`src/refdet_pkg.sv`:
```
package refdet_pkg;
  // register byte offsets
  localparam logic [7:0] CTRL_OFFSET = 8'h00;
  localparam logic [7:0] ERROR_OFFSET = 8'h04;
  localparam logic [7:0] STATUS_OFFSET = 8'h08;
  localparam logic [7:0] RESULT_OFFSET = 8'h0C;
  localparam logic [7:0] OFFSET_COEF_OFFSET = 8'h10;
  localparam logic [7:0] GAIN_COEF_OFFSET = 8'h14;
  // control register fields
  localparam int CTRL_CHECK_EN_BIT = 0;
  localparam int CTRL_EXT_REF_BIT = 1;
  localparam int CTRL_INPUT_SEL_LSB = 4;
  localparam int INPUT_SEL_W = 3;
  // error and status fields
  localparam int ERROR_REF_MISSING_BIT = 0;
  localparam int STATUS_ERR_BIT = 0;
  // reset values
  localparam logic [31:0] CTRL_RESET = 32'h0000_0000;
  localparam logic [23:0] OFFSET_COEF_RESET = 24'h80_0000;
  localparam logic [23:0] GAIN_COEF_RESET = 24'h50_0000;
  // minimum valid reference differential, millivolts
  localparam int REF_MIN_MV = 700;
  // internal test source amplitude, millivolts
  localparam int TEST_SIGNAL_MV = 20;
  // converter input source choices
  localparam logic [2:0] SEL_INPUT_PAIR = 3'h0;
  localparam logic [2:0] SEL_TEST_SIGNAL = 3'h1;
  localparam logic [2:0] SEL_REFERENCE = 3'h2;
  localparam logic [2:0] SEL_MAIN_SUPPLY = 3'h3;
  localparam logic [2:0] SEL_IO_SUPPLY = 3'h4;
  // axi responses
  localparam logic [1:0] RESP_OKAY = 2'h0;
  localparam logic [1:0] RESP_SLVERR = 2'h2;
endpackage

```
`src/reference_detect_diagnostics.sv`:
```
// The AXI4-Lite interface to the registers and the address map were chosen for this implementation.
`timescale 1ns/1ns
// Functional notes
// - check only when enabled and external reference
// - flag below 0.7 V or open input
// - flag also raises status error bit
// - results forced all ones while flagged
// - flagged calibration keeps old coefficient
// - standby exit may flag; read clears
// - test selection routes internal 20 mV source
// - reference and supplies selectable as inputs
// - error flag sticky until error read
module reference_detect_diagnostics #(
  parameter int DATA_W = 24,
  parameter int MV_W = 12
) (
  // clock, reset, enable
  input wire logic aclk,
  input wire logic aresetn,
  input wire logic ce,
  // axi4-lite slave
  input wire logic [7:0] s_axi_awaddr,
  input wire logic s_axi_awvalid,
  output logic s_axi_awready,
  input wire logic [31:0] s_axi_wdata,
  input wire logic [3:0] s_axi_wstrb,
  input wire logic s_axi_wvalid,
  output logic s_axi_wready,
  output logic [1:0] s_axi_bresp,
  output logic s_axi_bvalid,
  input wire logic s_axi_bready,
  input wire logic [7:0] s_axi_araddr,
  input wire logic s_axi_arvalid,
  output logic s_axi_arready,
  output logic [31:0] s_axi_rdata,
  output logic [1:0] s_axi_rresp,
  output logic s_axi_rvalid,
  input wire logic s_axi_rready,
  // reference sense
  input wire logic [MV_W-1:0] ref_diff_mv,
  input wire logic reference_input_positive_open,
  input wire logic reference_input_negative_open,
  input wire logic standby_exit,
  // converter core
  input wire logic conv_valid,
  input wire logic [DATA_W-1:0] conv_data,
  input wire logic cal_done,
  input wire logic cal_is_gain,
  input wire logic [DATA_W-1:0] cal_coef,
  // input routing and status error
  output logic [2:0] input_select,
  output logic test_signal_positive,
  output logic test_signal_negative,
  output logic status_err
);
  logic [31:0] ctrl;
  logic reference_missing_flag;
  logic [DATA_W-1:0] result;
  logic [DATA_W-1:0] offset_coef;
  logic [DATA_W-1:0] gain_coef;
  logic fault;
  logic check_on;
  logic aw_held;
  logic w_held;
  logic [7:0] aw_addr;
  logic [31:0] w_data;
  logic [3:0] w_strb;
  logic do_write;
  logic do_read;
  logic err_read;
  logic [2:0] sel;

  assign check_on = ctrl[refdet_pkg::CTRL_CHECK_EN_BIT] &&
                    ctrl[refdet_pkg::CTRL_EXT_REF_BIT];
  assign sel = ctrl[refdet_pkg::CTRL_INPUT_SEL_LSB +: refdet_pkg::INPUT_SEL_W];

  ref_monitor #(.MV_W(MV_W)) u_mon (
    .aclk(aclk),
    .aresetn(aresetn),
    .ce(ce),
    .check_on(check_on),
    .ref_diff_mv(ref_diff_mv),
    .reference_input_positive_open(reference_input_positive_open),
    .reference_input_negative_open(reference_input_negative_open),
    .fault(fault)
  );

  // write channel capture: address and data in either order
  always_ff @(posedge aclk) begin
    if (!aresetn) begin
      aw_held <= 1'b0;
      w_held <= 1'b0;
      aw_addr <= 8'h00;
      w_data <= 32'h0000_0000;
      w_strb <= 4'h0;
    end else if (ce) begin
      if (s_axi_awvalid && s_axi_awready) begin
        aw_held <= 1'b1;
        aw_addr <= s_axi_awaddr;
      end else if (do_write) aw_held <= 1'b0;
      if (s_axi_wvalid && s_axi_wready) begin
        w_held <= 1'b1;
        w_data <= s_axi_wdata;
        w_strb <= s_axi_wstrb;
      end else if (do_write) w_held <= 1'b0;
    end
  end

  assign do_write = aw_held && w_held && !s_axi_bvalid;
  assign do_read = s_axi_arvalid && s_axi_arready;
  assign err_read = do_read && (s_axi_araddr == refdet_pkg::ERROR_OFFSET);

  always_ff @(posedge aclk) begin
    if (!aresetn) begin
      s_axi_awready <= 1'b0;
      s_axi_wready <= 1'b0;
    end else if (ce) begin
      s_axi_awready <= !aw_held && !(s_axi_awvalid && s_axi_awready);
      s_axi_wready <= !w_held && !(s_axi_wvalid && s_axi_wready);
    end
  end

  // control register and write response
  always_ff @(posedge aclk) begin
    if (!aresetn) begin
      ctrl <= refdet_pkg::CTRL_RESET;
      s_axi_bvalid <= 1'b0;
      s_axi_bresp <= refdet_pkg::RESP_OKAY;
    end else if (ce) begin
      if (do_write) begin
        s_axi_bvalid <= 1'b1;
        if (aw_addr == refdet_pkg::CTRL_OFFSET) begin
          for (int i = 0; i < 4; i++)
            if (w_strb[i]) ctrl[i*8 +: 8] <= w_data[i*8 +: 8];
          s_axi_bresp <= refdet_pkg::RESP_OKAY;
        end else if (aw_addr == refdet_pkg::ERROR_OFFSET ||
                     aw_addr == refdet_pkg::STATUS_OFFSET ||
                     aw_addr == refdet_pkg::RESULT_OFFSET ||
                     aw_addr == refdet_pkg::OFFSET_COEF_OFFSET ||
                     aw_addr == refdet_pkg::GAIN_COEF_OFFSET) begin
          s_axi_bresp <= refdet_pkg::RESP_OKAY;
        end else begin
          s_axi_bresp <= refdet_pkg::RESP_SLVERR;
        end
      end else if (s_axi_bvalid && s_axi_bready) begin
        s_axi_bvalid <= 1'b0;
      end
    end
  end

  // read channel: one outstanding read, answer one cycle after acceptance
  always_ff @(posedge aclk) begin
    if (!aresetn) begin
      s_axi_arready <= 1'b0;
      s_axi_rvalid <= 1'b0;
      s_axi_rdata <= 32'h0000_0000;
      s_axi_rresp <= refdet_pkg::RESP_OKAY;
    end else if (ce) begin
      s_axi_arready <= !s_axi_rvalid && !do_read;
      if (do_read) begin
        s_axi_rvalid <= 1'b1;
        s_axi_rresp <= refdet_pkg::RESP_OKAY;
        if (s_axi_araddr == refdet_pkg::CTRL_OFFSET) s_axi_rdata <= ctrl;
        else if (s_axi_araddr == refdet_pkg::ERROR_OFFSET)
          s_axi_rdata <= {31'h0, reference_missing_flag};
        else if (s_axi_araddr == refdet_pkg::STATUS_OFFSET)
          s_axi_rdata <= {31'h0, status_err};
        else if (s_axi_araddr == refdet_pkg::RESULT_OFFSET)
          s_axi_rdata <= 32'(result);
        else if (s_axi_araddr == refdet_pkg::OFFSET_COEF_OFFSET)
          s_axi_rdata <= 32'(offset_coef);
        else if (s_axi_araddr == refdet_pkg::GAIN_COEF_OFFSET)
          s_axi_rdata <= 32'(gain_coef);
        else begin
          s_axi_rdata <= 32'h0000_0000;
          s_axi_rresp <= refdet_pkg::RESP_SLVERR;
        end
      end else if (s_axi_rvalid && s_axi_rready) begin
        s_axi_rvalid <= 1'b0;
      end
    end
  end

  // sticky flag: a new fault in the clearing cycle wins over the read
  always_ff @(posedge aclk) begin
    if (!aresetn) reference_missing_flag <= 1'b0;
    else if (ce) begin
      if (fault || (standby_exit && check_on))
        reference_missing_flag <= 1'b1;
      else if (err_read)
        reference_missing_flag <= 1'b0;
    end
  end

  // only one flag in this block, so the summary is that flag
  always_ff @(posedge aclk) begin
    if (!aresetn) status_err <= 1'b0;
    else if (ce) begin
      if (fault || (standby_exit && check_on)) status_err <= 1'b1;
      else if (err_read) status_err <= 1'b0;
    end
  end

  // the flag and a live fault both force, so the first bad sample is covered
  always_ff @(posedge aclk) begin
    if (!aresetn) result <= '0;
    else if (ce && conv_valid)
      result <= (reference_missing_flag || fault) ? '1 : conv_data;
  end

  always_ff @(posedge aclk) begin
    if (!aresetn) begin
      offset_coef <= DATA_W'(refdet_pkg::OFFSET_COEF_RESET);
      gain_coef <= DATA_W'(refdet_pkg::GAIN_COEF_RESET);
    end else if (ce && cal_done && !(reference_missing_flag || fault)) begin
      if (cal_is_gain) gain_coef <= cal_coef;
      else offset_coef <= cal_coef;
    end
  end

  // input routing; test pair switches only for the 20 mV source
  always_ff @(posedge aclk) begin
    if (!aresetn) begin
      input_select <= refdet_pkg::SEL_INPUT_PAIR;
      test_signal_positive <= 1'b0;
      test_signal_negative <= 1'b0;
    end else if (ce) begin
      input_select <= sel;
      test_signal_positive <= (sel == refdet_pkg::SEL_TEST_SIGNAL);
      test_signal_negative <= (sel == refdet_pkg::SEL_TEST_SIGNAL);
    end
  end
endmodule // reference_detect_diagnostics

```
`src/ref_monitor.sv`:
```
`timescale 1ns/1ns
// judges the sampled reference; pins come from another domain
module ref_monitor #(
  parameter int MV_W = 12
) (
  input wire logic aclk,
  input wire logic aresetn,
  input wire logic ce,
  input wire logic check_on,
  input wire logic [MV_W-1:0] ref_diff_mv,
  input wire logic reference_input_positive_open,
  input wire logic reference_input_negative_open,
  output logic fault
);
  logic [1:0] open_p_sync;
  logic [1:0] open_n_sync;

  always_ff @(posedge aclk) begin
    if (!aresetn) begin
      open_p_sync <= 2'h0;
      open_n_sync <= 2'h0;
    end else if (ce) begin
      open_p_sync <= {open_p_sync[0], reference_input_positive_open};
      open_n_sync <= {open_n_sync[0], reference_input_negative_open};
    end
  end

  // differential word comes from the converter core on this clock
  always_ff @(posedge aclk) begin
    if (!aresetn) fault <= 1'b0;
    else if (ce)
      fault <= check_on && ((ref_diff_mv < MV_W'(refdet_pkg::REF_MIN_MV)) ||
                            open_p_sync[1] || open_n_sync[1]);
  end
endmodule // ref_monitor

```
`config.mk`:
```
export PLATFORM = sky130hd
export DESIGN_NAME = reference_detect_diagnostics
export DESIGN_NICKNAME = d
export VERILOG_FILES = /design/src/refdet_pkg.sv /design/src/reference_detect_diagnostics.sv /design/src/ref_monitor.sv
export SDC_FILE = /design/constraint.sdc
export NUM_CORES = 1
export LEC_CHECK = 0
export ABC_AREA = 1
export BUFFER_PORTS_ARGS = -buffer_cell sky130_fd_sc_hd__buf_4
export CAP_MARGIN = 20
export CORE_UTILIZATION = 40
export DETAILED_ROUTE_END_ITERATION = 6
export GPL_ROUTABILITY_DRIVEN = 0
export PLACE_DENSITY = 0.62
export SYNTH_ARGS = -nofsm -noshare
export SYNTH_HDL_FRONTEND = slang
export SYNTH_HIERARCHICAL = 1
export SYNTH_SLANG_ARGS = --single-unit
```
`constraint.sdc`:
```
create_clock -name aclk -period 1.5 [get_ports aclk]
set_input_delay 0.075 -clock aclk [delete_from_list [all_inputs] [get_ports aclk]]
set_output_delay 0.075 -clock aclk [all_outputs]
set_load 0.05 [all_outputs]
```
# After elaboration in Yosys (flattened, before gate mapping)
# Index checks and enable logic that the tools add are counted.
[totals]
memories = 0
in_bits = 126
output_inout_bits = 47
ram_bits = 0
latchBits = 0
romBits = 0
reg_bits = 201
[classes]
n_div = 0
eq_ne = 11
multipliers = 0
add_sub_neg = 0
magnitude_cmp = 1
shift = 0
n_reduce_logical = 55
bitwise_logic = 1
muxes = 24
[op_table]
columns = ["cell", "n"]
rows = [
  ["$mux 24", 6],
  ["$eq 8x4->1 const B", 4],
  ["$eq 8x5->1 const B", 4],
  ["$mux 32", 1],
  ["$reduce_and 2->1", 11],
  ["$logic_and 1x1->1", 17],
  ["$eq 8x3->1 const B", 2],
  ["$logic_not 8->1", 2],
  ["$mux 2", 8],
  ["$reduce_and 4->1", 4],
  ["$lt 12x10->1 const B", 1],
  ["$reduce_bool 2->1", 5],
  ["$mux 1", 9],
  ["$logic_not 1->1", 8],
  ["$logic_or 1x1->1", 8],
  ["$eq 3x1->1 const B", 1],
  ["$not 1->1", 1],
]

# Longest topological paths before layout
[logic_depth]
depth_word = 7
mapped_depth = 10
depth_no_buf = 9

# Hierarchy
# Netlist, hierarchy kept.
[by_module_without_submodules]
columns = ["module", "instances", "cells_each", "seq_area_each_um2", "area_per_inst_um2"]
rows = [
  ["reference_detect_diagnostics", 1, 1027, 3883.7, 7674.9],
  ["ref_monitor", 1, 34, 100.1, 231.5],
]

# Worst setup path before layout
# Ideal clock, no wire load.
[synth_path]
kind = "reg-to-reg"
from = "reg, netlist name status_err"
to = "reg gain_coef[10]"
stages_incl_launch_ff = 8
period_less_slack_ns = 1.623
setup_time_ns = 0.070
required_ns = 1.430
arrival_time_ns = 1.552
path_buffers = 2
slack_ns = -0.123
cell_sequence = "dfxtp_1 -> or2_1 -> buf_6 -> nor2_2 -> nand2_2 -> buf_1 -> nand2_1 -> a21oi_1"
[synth_rtl]
columns = ["item", "line_no", "rtl"]
rows = [
  ["to (signal assigned)", "reference_detect_diagnostics.sv:214", "gain_coef <= DATA_W'(refdet_pkg::GAIN_COEF_RESET);"],
  ["to (signal assigned)", "reference_detect_diagnostics.sv:216", "if (cal_is_gain) gain_coef <= cal_coef;"],
  ["to (decl)", "reference_detect_diagnostics.sv:60", "logic [DATA_W-1:0] gain_coef;"],
]

# Worst setup path in the final report
[layout_path]
from = "reg aw_addr[7]"
to = "reg ctrl[16]"
[layout_via]
elab_chain_len = 2
[layout_rtl]
columns = ["item", "line_no", "rtl"]
rows = [
  ["from (decl)", "reference_detect_diagnostics.sv:65", "logic [7:0] aw_addr;"],
  ["from (signal assigned)", "reference_detect_diagnostics.sv:99", "aw_addr <= s_axi_awaddr;"],
  ["$logic_not 8->1", "reference_detect_diagnostics.sv:132", "if (aw_addr == refdet_pkg::CTRL_OFFSET) begin"],
  ["$reduce_and 4->1 (no source line)", "--", ""],
  ["to (signal assigned)", "reference_detect_diagnostics.sv:126", "ctrl <= refdet_pkg::CTRL_RESET;"],
  ["to (signal, indexed assignment)", "reference_detect_diagnostics.sv:134", "if (w_strb[i]) ctrl[i*8 +: 8] <= w_data[i*8 +: 8];"],
  ["to (decl)", "reference_detect_diagnostics.sv:56", "logic [31:0] ctrl;"],
]
# Every way passes these cells.
# A chain may end at the register's enable or synchronous reset.

==> out/qor.csv <==
stage;metric;value;unit
run_status;status;complete, no violations;
hold_path;worst hold stages;6;
floorplanning;Rows;51;
hold_path;Hold Path Sink;u_mon/fault;
sta;Worst-Margin Slew;503;ps
detailed_routing;First-pass DRT Iterations;5;
detailed_routing;drt wl/cell;14.9;um
cells_and_area;share of cells above drive strength 1;0.217;
grt;largest net degree at the start of global routing;48;
power_and_ir_drop;Internal;9.10;mW
detailed_routing;via count;7796;
power_and_ir_drop;P_sw;2.91;mW
critical_path;Crit Path Max Fanout;8;
grt;GRT Total Usage;0.239;
cells_and_area;area grow syn2layout;42.6;%
sta;setup violators final;0;
detailed_routing;WL final;23800;um
critical_path;Worst Setup End Kind;flop;
logic_synthesis;top_reg_cell synth;dfxtp_1;
clocking;H-tree depth;4;
cells_and_area;ant diodes;0;
cells_and_area;Post-Layout Inst Area;11300;um^2
detailed_routing;Final ANT Viol Nets;0;
placement;Port Buf Inserts;168;
detailed_routing;DR DRC count;0;
hold_path;hold_sp;ref_diff_mv[11];
cells_and_area;nets;1448;
logic_synthesis;synth top area cells;dfxtp_1, nand2_1, a21oi_1, nor2_1, o21ai_0;
grt;gr ovfl total;0;
sta;Worst Skew;11.5;ps
sta;final hold violation count;0;
sta;Pins Over Slew Limit;0;
logic_synthesis;Post-synth EDFFs;0;
critical_path;capturing point of the worst reg2reg path;ctrl[16];
sta;relative slew slack;0.665;
logic_synthesis;synth warn;6;
clocking;CTS tree;built;
logic_synthesis;sequential share of the synthesized area;0.504;
critical_path;WS Path Type;reg -> reg;
logic_synthesis;ys async rst share;0;
sta;fin crit share;0.949;
logic_synthesis;Mapped Cells;1061;
cells_and_area;commonest non-fill, non-tap cells in the layout;nand2_1, buf_4, dfxtp_1, a21oi_1, nor2_1;
sta;Hold WS;12.9;ps
cells_and_area;commonest non-fill, non-tap cell in the layout;nand2_1;
power_and_ir_drop;maximum vdd drop;0.878;mV
critical_path;CP required;1860;ps
grt;initial antenna violation count;0;
critical_path;Register-to-Register Path Depth;9;
hold_path;worst min path class;in -> reg;
power_and_ir_drop;Gate power share;0.110;
detailed_routing;post-DR vias/cell;4.87;
sta;Max Clk Rate;0.703;GHz
power_and_ir_drop;Sequential Power Share;0.463;
logic_synthesis;register bit count reported by yosys;199;
logic_synthesis;post-synth top area share;0.504;
detailed_routing;Initial DRC Count;482;
power_and_ir_drop;Switching Share;0.242;
grt;global-route wire length before repair;37700;um
power_and_ir_drop;LEAKAGE;4.77;nW
sta;Tmin final;1420;ps
floorplanning;die width;143;um
logic_synthesis;Cell variety after synth;32;
critical_path;crit path DAT;1790;ps
floorplanning;die area;20300;um^2
placement;HPWL after detailed placement;15700;um
critical_path;crit path launch type;flop;
grt;number of global-route vias before repair;7429;
sta;RSZ-0062 raised after global routing;yes;
floorplanning;Ports;173;
floorplanning;area of the core;19400;um^2
clocking;Skew-Pair Late Insertion Delay;430;ps
logic_synthesis;Syn Area/Cell;7.45;um^2
critical_path;R2R Setup Slk;80;ps
critical_path;reg2reg start;aw_addr[7];
clocking;root buffer cell;clkbuf_16;
power_and_ir_drop;Power, Total;12.0;mW
clocking;clk sinks;199;
clocking;clk buf depth;2;
floorplanning;Die Height;143;um
power_and_ir_drop;Clk pwr share;0.427;
clocking;Num CTS Buffers;17;
floorplanning;Initial Util;0.408;
logic_synthesis;post-synth top area cell;dfxtp_1;
logic_synthesis;mapped cell area;7910;um^2
flow_run;Max Cap Viol;0;
placement;Post-Place Cell Area;9560;um^2
power_and_ir_drop;Cell Pwr Density;1060;nW/um^2
clocking;Reg clk slew, reported paths;70;ps
[how the worst max path moves through the flow]
stage / from / to / cells after the start
floorplan: s_axi_bvalid / ctrl[10] / 6
global placement: aw_addr[6] / ctrl[20] / 8
detailed placement: w_held / ctrl[23] / 7
CTS: u_mon/fault / gain_coef[4] / 6
global route: w_held / ctrl[30] / 7
finish: aw_addr[7] / ctrl[16] / 9
[per-layer routing]
metal,GRT usage,routed length (um)
met1,0.314,11000
met2,0.401,11300
met3,0.0377,1150
met4,0.0747,320
met5,0,0
[power groups by stage]
stage / clock network [mW] / logic (mW) / registers (mW)
floorplan: 0 / 0.455 / 5.79
global placement: 0 / 1.09 / 5.68
global route: 5.44 / 1.43 / 5.58
finish: 5.13 / 1.32 / 5.56
CTS: 5.22 / 1.31 / 5.56
detailed placement: 0 / 1.10 / 5.68
[worst max-delay path, stage by stage, from the launching register on]
cell and delay (ps):
dfxtp_2 330, nor2_2 100, nand2_1 80, nor2_1 110
nand4_1 90, buf_4 170, nor2_1 90, buf_4 160
o21ai_0 80, nor2_1 140
[kinds of logic after synthesis]
kind of cell,share of synthesized area
AND/OR/NAND/NOR,0.254
flip-flops,0.504
buffers and inverters,0.0642
AO/OA/AOI/OAI,0.178
other,0.000474
[layout make-up]
class                   instances  area (um^2)
multi-input cells             753         3480
clock buffers                  17          425
inverters                      46          180
fillers                      1852         8120
flip-flops and latches        199         3990
well taps                     265          332
clock inverters                15          240
repair buffers                305         2640
[stage by stage]
stage / setup WS, ps / instances / util / TNS, ps
after global placement: 54.7 / 1470 / 0.493 / 0
final: 76.8 / 1600 / 0.581 / 0
after detailed placement: 23.4 / 1470 / 0.493 / 0
after global routing: -51.5 / 1600 / 0.581 / -427
after CTS: 2.87 / 1599 / 0.578 / 0
after floorplan: 41.6 / 1062 / - / 0
[Yosys cell counts, types with 2 or more instances]
cell type and number:
nand2_1 249, dfxtp_1 199, a21oi_1 152, nor2_1 140
o21ai_0 100, nor3_1 40, clkbuf_1 36, inv_1 36
nand3_1 22, a211oi_1 14, buf_4 10, inv_2 9
buf_2 8, nor2_2 7, buf_6 6, and3_1 5
nand3_2 5, nor2_4 4, buf_1 3, nand4_1 3
nand2_2 2
[state kept, by name, summed over array words and instances (netlist names), 4 cells and up]
signal and flops:
offset_coef 24, w_data 32, aw_addr 8, result 24, ctrl 32, gain_coef 24
w_strb 4, s_axi_rdata 32
[repair_timing]
action / CTS / global route
hold endpoints to repair: 124 / 0
pin swaps: 4 / 21
gates resized for setup: 1 / 34
setup endpoints to repair: 1 / 68
hold buffers: 96 / 0
setup buffers: 1 / 1
Note: power is estimated with default switching activity, not from simulation.
